## src/irq_map.svh

```systemverilog
// Header of constants for the upper vector and wakeup map
`ifndef IRQ_VECTOR_WAKEUP_MAP_UPPER_MAP_SVH
`define IRQ_VECTOR_WAKEUP_MAP_UPPER_MAP_SVH
`define VEC_BASE_ADDR 24'h008008
`define VEC_STEP 24'h000004
`define LINE_FIRST 5'h15
`define LINE_LAST 5'h1D
`define LINE_COUNT 9
// Wake masks over lines 21..29, bit 0 is line 21
`define HALT_WAKE_MASK 9'h120
// Advanced timer lines 23 and 24 stay asleep in interrupt wait
`define IRQ_WAIT_WAKE_MASK 9'h1F3
`define EVENT_WAIT_WAKE_MASK 9'h1FF
// Advanced timer lines 23 and 24 as a mask
`define ADV_TIMER_MASK 9'h00C
`define TWO_WIRE_BIT 8
`define SYNC_SERIAL_ONE_BIT 5
// First and last vector of the upper block, and word alignment
`define VEC_FIRST_ADDR 24'h00805C
`define VEC_LAST_ADDR 24'h00807C
`define VEC_ALIGN_MASK 24'h000003
`endif

```

## src/irq_pkg.sv

```systemverilog
// Package of types for the upper vector and wakeup map
package irq_pkg;
    // Core power state, one-hot
    typedef enum logic [4:0] {
        PWR_RUN = 5'h01,
        PWR_HALT = 5'h02,
        PWR_WAIT_IRQ = 5'h04,
        PWR_WAIT_EVENT = 5'h08,
        PWR_LP_WAIT = 5'h10
    } power_state_t;
    // Controller sequencing state, one-hot
    typedef enum logic [2:0] {
        ST_IDLE = 3'h1,
        ST_SERVE = 3'h2,
        ST_RETURN = 3'h4
    } ctl_state_t;
endpackage

```

## src/irq_line_merge.sv

```systemverilog
// Merge of peripheral causes onto shared request lines
`timescale 1ns/1ns
`default_nettype none
`include "irq_map.svh"
module irq_line_merge #(
    parameter int CAUSES = 2
) (
    // Cause pending and enable bits
    input wire logic [CAUSES-1:0] cause_pend,
    input wire logic [CAUSES-1:0] cause_en,
    // Merged line
    output logic line_out
);
    // Line stays high until the owning peripherals clear every enabled cause
    assign line_out = |(cause_pend & cause_en);
endmodule
`default_nettype wire

```

## src/irq_vector_wakeup_map_upper.sv

```systemverilog
// Vector map, line merge and wakeup decision for lines 21 to 29
// Function
// - Lines 21..29 vectors from 0x805C step four
// - Halt wakes only 26,29; 23,24 not irq-wait
// - Wait-for-event in low-power run enters low-power wait
// - Top-level request ORs gp timer a, basic timer
// - Voltage detector ORed onto selected port E/F line
// - Two-wire wakes from halt only on address match
// - Event-mode service only if enabled, then return
// - Wakeup-event source resumes core without vectoring
// - Line 0 vector 0x8008, plus four per line
`timescale 1ns/1ns
`default_nettype none
`include "irq_map.svh"
module irq_vector_wakeup_map_upper #(
    parameter int LINES = `LINE_COUNT
) (
    // Clock and reset
    input wire logic SYS_CLK,
    input wire logic SRST,
    // Core power state and instruction strobes
    input wire irq_pkg::power_state_t POWER_STATE,
    input wire logic LOW_POWER_RUN,
    input wire logic EVENT_WAIT_EXEC,
    input wire logic SERVICE_DONE,
    // Raw sources
    input wire logic GP_TIMER_A_OVF,
    input wire logic BASIC_TIMER_OVF,
    input wire logic VOLTAGE_DETECTOR_IRQ,
    input wire logic PORT_E_IRQ,
    input wire logic PORT_F_IRQ,
    input wire logic PORT_IRQ_SELECT,
    input wire logic TWO_WIRE_ONE_IRQ,
    input wire logic TWO_WIRE_ADDR_MATCH,
    input wire logic SYNC_SERIAL_TWO_IRQ,
    // Upper lines 21..29, per-line enable and event config
    input wire logic [LINES-1:0] LINE_REQ,
    input wire logic [LINES-1:0] LINE_EN,
    input wire logic [LINES-1:0] LINE_IS_EVENT,
    // Outputs to core
    output logic TOP_LEVEL_IRQ,
    output logic PORT_EF_LINE,
    output logic WAKE,
    output logic VECTOR_VALID,
    output logic [23:0] VECTOR_ADDR,
    output logic RESUME_NO_VECTOR,
    output logic ENTER_LP_WAIT,
    output logic RETURN_TO_EVENT_WAIT
);
    import irq_pkg::*;
    // ==========================================
    // Combinational merges
    logic [LINES-1:0] req; // Effective requests after merges
    logic line29_merged; // Shared two-wire / sync serial two line
    logic [LINES-1:0] halt_mask; // Halt wake mask with address gate
    logic [LINES-1:0] pend_en; // Enabled pending lines
    logic [LINES-1:0] pend_evt; // Event-configured pending lines
    logic [3:0] first_idx; // Lowest pending enabled line index

    // Line 29 merge: two-wire only counts as one cause of the shared line
    irq_line_merge #(.CAUSES(2)) u_merge29 (
        .cause_pend({SYNC_SERIAL_TWO_IRQ, TWO_WIRE_ONE_IRQ}),
        .cause_en(2'h3),
        .line_out(line29_merged)
    );

    // Request vector: line 29 ORed with its merged form
    always_comb begin
        req = LINE_REQ;
        req[`TWO_WIRE_BIT] = LINE_REQ[`TWO_WIRE_BIT] | line29_merged;
        halt_mask = `HALT_WAKE_MASK;
        // Only an address match, sync serial two or a raw line 29 request may wake line 29 from halt
        if (!TWO_WIRE_ADDR_MATCH && !SYNC_SERIAL_TWO_IRQ && !LINE_REQ[`TWO_WIRE_BIT]) begin
            halt_mask[`TWO_WIRE_BIT] = 1'b0;
        end
        pend_en = req & LINE_EN & ~LINE_IS_EVENT;
        pend_evt = req & LINE_IS_EVENT;
        first_idx = 4'h0;
        for (int i = LINES - 1; i >= 0; i--) begin
            if (pend_en[i]) begin
                first_idx = 4'(i);
            end
        end
    end

    // ==========================================
    // Registered state
    typedef struct packed {
        ctl_state_t st;
        logic top_irq;
        logic ef_line;
        logic wake;
        logic vvalid;
        logic [23:0] vaddr;
        logic resume;
        logic lp_wait;
        logic ret_evt_wait;
    } state_t;
    state_t s_reg, s_next;

    // Next-state logic
    always_comb begin
        s_next = s_reg;
        s_next.top_irq = GP_TIMER_A_OVF | BASIC_TIMER_OVF;
        s_next.ef_line = (PORT_IRQ_SELECT ? PORT_F_IRQ : PORT_E_IRQ) | VOLTAGE_DETECTOR_IRQ;
        s_next.lp_wait = EVENT_WAIT_EXEC & LOW_POWER_RUN;
        s_next.resume = 1'b0;
        s_next.ret_evt_wait = 1'b0;
        s_next.vvalid = 1'b0;
        // Wake decision by power state
        case (POWER_STATE)
            PWR_HALT: s_next.wake = |(req & halt_mask);
            PWR_WAIT_IRQ: s_next.wake = |(req & `IRQ_WAIT_WAKE_MASK);
            PWR_WAIT_EVENT, PWR_LP_WAIT: begin
                // Event wait wakes only on lines enabled or set up as events
                s_next.wake = |(req & `EVENT_WAIT_WAKE_MASK & (LINE_EN | LINE_IS_EVENT));
            end
            default: s_next.wake = 1'b0;
        endcase
        case (s_reg.st)
            ST_IDLE: begin
                if ((POWER_STATE == PWR_WAIT_EVENT || POWER_STATE == PWR_LP_WAIT) && |pend_evt) begin
                    s_next.resume = 1'b1;
                end else if (|pend_en) begin
                    // Vector = base + 4 * (21 + index)
                    s_next.vvalid = 1'b1;
                    s_next.vaddr = `VEC_BASE_ADDR + `VEC_STEP * (24'(`LINE_FIRST) + 24'(first_idx));
                    s_next.st = ST_SERVE;
                end
            end
            ST_SERVE: begin
                if (SERVICE_DONE) begin
                    s_next.st = ST_RETURN;
                end
            end
            ST_RETURN: begin
                // Back to event wait only if the core is in event wait during the return cycle
                s_next.ret_evt_wait = (POWER_STATE == PWR_WAIT_EVENT || POWER_STATE == PWR_LP_WAIT);
                s_next.st = ST_IDLE;
            end
            default: s_next.st = ST_IDLE;
        endcase
        if (SRST) begin
            s_next = '0;
            s_next.st = ST_IDLE;
        end
    end

    // State register
    always_ff @(posedge SYS_CLK) begin
        s_reg <= s_next;
    end

    assign TOP_LEVEL_IRQ = s_reg.top_irq;
    assign PORT_EF_LINE = s_reg.ef_line;
    assign WAKE = s_reg.wake;
    assign VECTOR_VALID = s_reg.vvalid;
    assign VECTOR_ADDR = s_reg.vaddr;
    assign RESUME_NO_VECTOR = s_reg.resume;
    assign ENTER_LP_WAIT = s_reg.lp_wait;
    assign RETURN_TO_EVENT_WAIT = s_reg.ret_evt_wait;
endmodule
`default_nettype wire

```

## config.mk

```make
export PLATFORM = sky130hd
export DESIGN_NAME = irq_vector_wakeup_map_upper
export DESIGN_NICKNAME = d
export VERILOG_FILES = /design/src/irq_pkg.sv /design/src/irq_line_merge.sv /design/src/irq_vector_wakeup_map_upper.sv
export VERILOG_INCLUDE_DIRS = /design/src
export SDC_FILE = /design/constraint.sdc
export NUM_CORES = 1
export LEC_CHECK = 0
export BUFFER_PORTS_ARGS = -buffer_cell sky130_fd_sc_hd__buf_2
export CAP_MARGIN = 20
export CELL_PAD_IN_SITES_DETAIL_PLACEMENT = 2
export CELL_PAD_IN_SITES_GLOBAL_PLACEMENT = 2
export CORE_ASPECT_RATIO = 1.25
export CORE_MARGIN = 3
export CORE_UTILIZATION = 25
export CTS_BUF_LIST = sky130_fd_sc_hd__clkbuf_8
export DETAILED_ROUTE_END_ITERATION = 6
export PLACE_DENSITY_LB_ADDON = 0.1
export SLEW_MARGIN = 40
export SYNTH_ARGS = -nofsm -noshare
export SYNTH_HDL_FRONTEND = slang
export SYNTH_SLANG_ARGS = --single-unit
export TNS_END_PERCENT = 30
```

## constraint.sdc

```tcl
create_clock -name SYS_CLK -period 3.85 [get_ports SYS_CLK]
set_input_delay 0.77 -clock SYS_CLK [delete_from_list [all_inputs] [get_ports SYS_CLK]]
set_output_delay 0.77 -clock SYS_CLK [all_outputs]
set_load 0.005 [all_outputs]
```

==> results.toml, run 1 <==
[run_status]
status = "finished clean"

[routing]
vias = 1262
drt_pass1_iterations = 4
routed_wl_um = 3851
wire_per_inst_um = 14.48
ant_nets = 0
drtIter0Drc = 29
viasPerCell = 4.744
route.detailed.drc = 0

[hold_path]
hold_depth = 1
hold_class = "reg2reg"
hold_end = "VECTOR_ADDR[15]$_SDFFE_PP0P_"
min_from = "VECTOR_ADDR[15]$_SDFFE_PP0P_"

[critical_path]
r2r_cells = 4
cp_max_fo = 6
path_cells = "buf_2 -> and3b_1 -> or4_1 -> nand3_1 -> xor2_1 -> ha_1 -> nor2b_1 -> o311a_2 -> and3_2 -> a31o_2"
critPathLaunchType = "input port"
critPathSlowestCell = "or4_1"
reg2reg_from = "s_reg[31]$_SDFFE_PP1P_"
cp_slowest_stage_delay_ns = 0.64
worst-path-stages = 10
regToRegSetupSlack_ns = 1.87
worstPathArrival_ns = 2.87
crit_buf_inv = 1
cp.required_ns = 4.00
crit_type = "in2reg"
end_kind = "flip-flop"
cp_top_family = "simple AND/OR/NAND/NOR gates"
r2r_end = "VECTOR_ADDR[6]$_SDFFE_PP0P_"

[global_routing]
grt_max_degree = 13
grt_pass1_vias = 1393
overflow = 0
grtUsageTotal = 0.1253
grt_pass1_wl_um = 6313
antenna_found_initial = 0

[layout]
layout_common_cells = "buf_2 (60), dfxtp_1 (18), conb_1 (16)"
final_common_cell = "buf_2"
fill_cells = 578
drive_gt1_frac = 0.3689
num_antenna_cells = 0
layout.nets = 255
largest_reg_flops = 8
area_growth_pct = 21.38

[yosys]
synth-seq-cells = 18
synth_warnings = 0
synth_edf_count = 0
synth_cell_types = 49
ys.flop_type = "dfxtp_1"
async_reset_ff_frac = 0
postSynthAreaPerCell_um2 = 8.306
synth_cells = 155
ys_seq_area_frac = 0.2799
syn-cell-area_mm2 = 0.001287

[pwr]
cellPowerDensity_mw_per_mm2 = 350.1
vdd_drop_max_mv = 0.09894
power_uw = 547.2
leakage_nw = 0.7766

[clock_network]
clk_pin_slew_ns = 0.07
numCtsBuffers = 3
cts_tree = "done"
clock_latency_ns = 0.25
cts_num_sinks = 18
cts_resized = 0
root_buffer = "clkbuf_8"
clock_path_buffers = 2
cts.htree.levels = 1
hold_buffers = 0
post_cts_buffers = 0

[timing]
fmax_ghz = 0.3666
slew_headroom = 0.5132
finalCritPeriodShare = 0.7086
worst_slew_pin_slew_ns = 0.7288
slew_viol_final = 0
finalClockSkew_ns = 0.0007419
rsz0062_at_grt = "no"
fin_crit_ns = 2.728
hold_viol_final = 0
finalSetupViolations = 0
tns_ns = 0

[die]
dieArea_mm2 = 0.006052
fp-row-count = 28
io-pin-count = 77
die_w_um = 70.19
die_y_um = 86.24
core_mm2 = 0.004870
initial_core_util = 0.2644

[flow_run]
cap_violations = 0

[placement]
numPortBuffers = 60
hpwlAfterDp_um = 3397
finalWeightedCongestion = 0.7518
## worst register-to-register path, cell delays in order (launching register included)
cell and delay (ns):
dfxtp_1 0.35, or2b_1 0.29, a2111oi_2 0.66, nand2_1 0.26
a32o_1 0.32
## report_power, final
part | internal [mW] | total (mW) | switching (mW)
Clock | 0.0907 | 0.153 | 0.0619
Combinational | 0.0829 | 0.175 | 0.0924
Sequential | 0.209 | 0.219 | 0.00998
Total | 0.383 | 0.547 | 0.164
## final cells by class
cell class	count	area, um2	area share
inverters	2	7.507	0.004804
multi-input cells	122	764.5	0.4892
repair buffers	60	300.3	0.1922
flip-flops and latches	18	360.3	0.2306
well taps	60	75.07	0.04804
clock buffers	4	55.05	0.03523
## cell usage after synthesis (2+ instances only)
master | count | area [um2]
dfxtp_1 | 18 | 360.4
nand4_1 | 2 | 12.51
and4_1 | 2 | 17.52
o21ai_0 | 5 | 25.02
ha_1 | 2 | 25.02
nand3_1 | 2 | 10.01
and3_2 | 2 | 15.01
buf_4 | 24 | 180.2
xnor2_1 | 2 | 17.52
nand2_1 | 11 | 41.29
nor2_1 | 13 | 48.80
and3_1 | 4 | 25.02
nor2b_1 | 5 | 31.28
buf_6 | 2 | 22.52
nor3_1 | 4 | 20.02
nand3b_1 | 4 | 30.03
a22oi_1 | 5 | 37.54
nor4_1 | 2 | 12.51
xor2_1 | 2 | 17.52
a211oi_1 | 4 | 30.03
and3b_1 | 4 | 35.03
a31oi_1 | 3 | 18.77
a21oi_1 | 6 | 30.03
inv_1 | 2 | 7.510
## stage by stage
stage	area (um2)	cells	worst slack [ns]	utilization	hold WS, ns
finish	1563	266	1.122	0.3209	0.4595
detailed placement	1508	262	0.8537	0.3096	0.4505
global route	1563	266	0.9574	0.3209	0.4848
floorplan	1344	170	1.166	-	0.4416
CTS	1563	266	1.129	0.3209	0.4669
global placement	1508	262	0.9267	0.3096	0.4505
## logic make-up after synthesis
kind of cell	share of synthesized area
xor+xnor	0.02722
flops	0.2799
other cells	0.002913
mux	0.007775
compound gates	0.1983
buf+inv	0.1701
fa+ha+maj	0.01943
simple gates	0.2945
## routing by layer
metal | global-route usage | vias up | share of wire
met4 | 0.04704 | 0 | 0.011
met5 | 0 | - | 0
met1 | 0.1481 | 594 | 0.41
li1 | - | 628 | -
met3 | 0.01276 | 2 | 0.044
met2 | 0.2322 | 38 | 0.54
## worst max path at each step
stage | startpoint | to | slack, ns
floorplan | LINE_REQ[4] | VECTOR_ADDR[7]$_SDFFE_PP0P_ | 1.17
finish | LINE_REQ[5] | VECTOR_ADDR[7]$_SDFFE_PP0P_ | 1.12
CTS | LINE_REQ[5] | VECTOR_ADDR[7]$_SDFFE_PP0P_ | 1.13
global route | LINE_REQ[6] | VECTOR_ADDR[7]$_SDFFE_PP0P_ | 0.96
detailed placement | LINE_REQ[4] | VECTOR_ADDR[7]$_SDFFE_PP0P_ | 0.85
global placement | LINE_REQ[5] | VECTOR_ADDR[7]$_SDFFE_PP0P_ | 0.93
No activity file was read; power rests on OpenSTA's default activity.
==> inputs of run 2 (changes only) <==
Settings changed: ABC_AREA from default to 1, CORE_UTILIZATION 25 to 20.
Clock period 3.85 ns to 2.4 ns, I/O delays scaled along.
==> results.toml, run 2 <==
[routing]
routed_wl_um = 3764
route.detailed.drc = 0
ant_nets = 0
drtIter0Drc = 46
wire_per_inst_um = 11.41
vias = 1337
drt_pass1_iterations = 3
viasPerCell = 4.052

[clock_network]
post_cts_buffers = 0
cts.htree.levels = 1
hold_buffers = 0
clock_path_buffers = 2
clk_pin_slew_ns = 0.07
cts_resized = 0
cts_num_sinks = 18
numCtsBuffers = 3
root_buffer = "clkbuf_8"
cts_tree = "done"
clock_latency_ns = 0.25

[timing]
tns_ns = 0
finalCritPeriodShare = 0.8345
slew_viol_final = 0
rsz0062_at_grt = "no"
fin_crit_ns = 2.003
fmax_ghz = 0.4993
holdWs_ns = 0.4406
finalSetupViolations = 0
finalClockSkew_ns = 0.001348
hold_viol_final = 0

[pwr]
power_uw = 925.3
cellPowerDensity_mw_per_mm2 = 547.0
leakage_nw = 0.9465
vdd_drop_max_mv = 0.1336

[run_status]
status = "finished clean"

[yosys]
async_reset_ff_frac = 0
syn-cell-area_mm2 = 0.001358
ys.flop_type = "dfxtp_1"
synth_top_area_cell = "dfxtp_1"
yosysTopAreaCellShare = 0.2654
synth_edf_count = 0
postSynthAreaPerCell_um2 = 7.108
yosysMostFrequentCell = "nand2_1"
synth_cell_types = 36
ys_seq_area_frac = 0.2654
synth-seq-cells = 18
netlist_top_cells_count = "nand2_1 (39), buf_4 (24), inv_1 (22), dfxtp_1 (18), nor2_1 (16)"
synthTopCellsByArea = "dfxtp_1 (27%), buf_4 (13%), nand2_1 (11%)"
synth_cells = 191
synth_warnings = 0

[placement]
dp_cells = 326
numPortBuffers = 60
finalWeightedCongestion = 0.7263
hpwlAfterDp_um = 3439

[layout]
final_common_cell = "buf_2"
num_antenna_cells = 0
layout.nets = 294
area_growth_pct = 24.61
ff_latch_area_um2 = 360.3
largest_reg_flops = 8
layout_common_cells = "buf_2 (60), nand2_1 (39), inv_1 (22)"
fill_cells = 787
finalNonFillerCells = 330
drive_gt1_frac = 0.3592
multi_input_area_um2 = 772.0
fin_util = 0.2657

[global_routing]
overflow = 0
grt_pass1_vias = 1452
grtUsageTotal = 0.1027
antenna_found_initial = 0
grt_pass1_wl_um = 6575
grt_max_degree = 11

[critical_path]
end_kind = "flip-flop"
path_cells = "buf_2 -> inv_1 -> nand3_1 -> nand2_1 -> nand2_1 -> nand2_1 -> nand2_1 -> nand2_1 -> nand2_1 -> nand2_1 -> inv_1 -> ha_1 -> xnor2_1 -> inv_1 -> ha_1 -> nand4_1 -> nand3_1 -> nand2_1 -> inv_1"
worstPathArrival_ns = 2.16
crit_buf_inv = 5
cp_slowest_stage_delay_ns = 0.22
critPathLaunchType = "input port"
cp_top_family = "simple AND/OR/NAND/NOR gates"
cp_max_fo = 3
cp.required_ns = 2.56
regToRegSetupSlack_ns = 0.99
critPathSlowestCell = "ha_1"
crit_type = "in2reg"
crit_path_frequent_cell = "nand2_1"

[die]
dieArea_mm2 = 0.007818
core_mm2 = 0.006366
io-pin-count = 77
die_w_um = 79.69
die_y_um = 98.11
fp-row-count = 32
initial_core_util = 0.2132

[hold_path]
hold_class = "in2reg"

[flow_run]
cap_violations = 0
==> run 2: cells by family (layout without fill, tap and decap cells) <==
logic type      after synthesis  in the layout  share of synthesized area
simple gates                 96             96                     0.3945
buf+inv                      51             90                     0.2074
compound gates               22             22                     0.1051
flops                        18             18                     0.2654
fa+ha+maj                     2              2                    0.01843
other cells                   1             16                   0.002762
xor+xnor                      1              1                   0.006453
==> run 2: worst min-delay path: stages <==
cell     delay, ns
buf_2         0.10
nand2_1       0.04
nor2_1        0.03
==> run 2: path summary, 6_finish.rpt <==
kind | start | endpoint | cells after the start
setup / recovery | LINE_IS_EVENT[6] | VECTOR_ADDR[5]$_SDFFE_PP0P_ | 19
hold / removal | LOW_POWER_RUN | ENTER_LP_WAIT$_SDFF_PP0_ | 3
setup reg to reg | s_reg[33]$_SDFFE_PP0P_ | VECTOR_ADDR[6]$_SDFFE_PP0P_ | 7
hold reg to reg | VECTOR_ADDR[15]$_SDFFE_PP0P_ | VECTOR_ADDR[15]$_SDFFE_PP0P_ | 2
==> run 2: area by class of cell <==
cell class / instances / share of cell area
clock buffer: 4 / 0.03254
multi-input combinational: 137 / 0.4564
sequential: 18 / 0.2130
inverter: 26 / 0.05769
tap: 85 / 0.06287
timing repair buffer: 60 / 0.1775
==> run 2: where the power goes <==
| group | leakage [nW] | internal [mW] | switching, mW |
|---|---|---|---|
| Clock | 0.0288 | 0.146 | 0.101 |
| Combinational | 0.769 | 0.133 | 0.189 |
| Sequential | 0.149 | 0.340 | 0.0173 |
==> run 2: through the flow <==
stage / worst slack, ns / area, um2
2_1_floorplan: 0.4143 / 1414
3_3_place_gp: 0.1574 / 1637
3_5_place_dp: 0.1025 / 1637
4_1_cts: 0.3716 / 1692
5_1_grt: 0.09908 / 1692
6_report: 0.3973 / 1692
==> run 2: per-layer routing <==
| metal | up-vias | global-route usage | wire [um] |
|---|---|---|---|
| met4 | 0 | 0.03175 | 31 |
| met3 | 2 | 0.01292 | 253 |
| li1 | 682 | - | - |
| met2 | 45 | 0.1820 | 1937 |
| met5 | - | 0 | 0 |
| met1 | 608 | 0.1268 | 1540 |
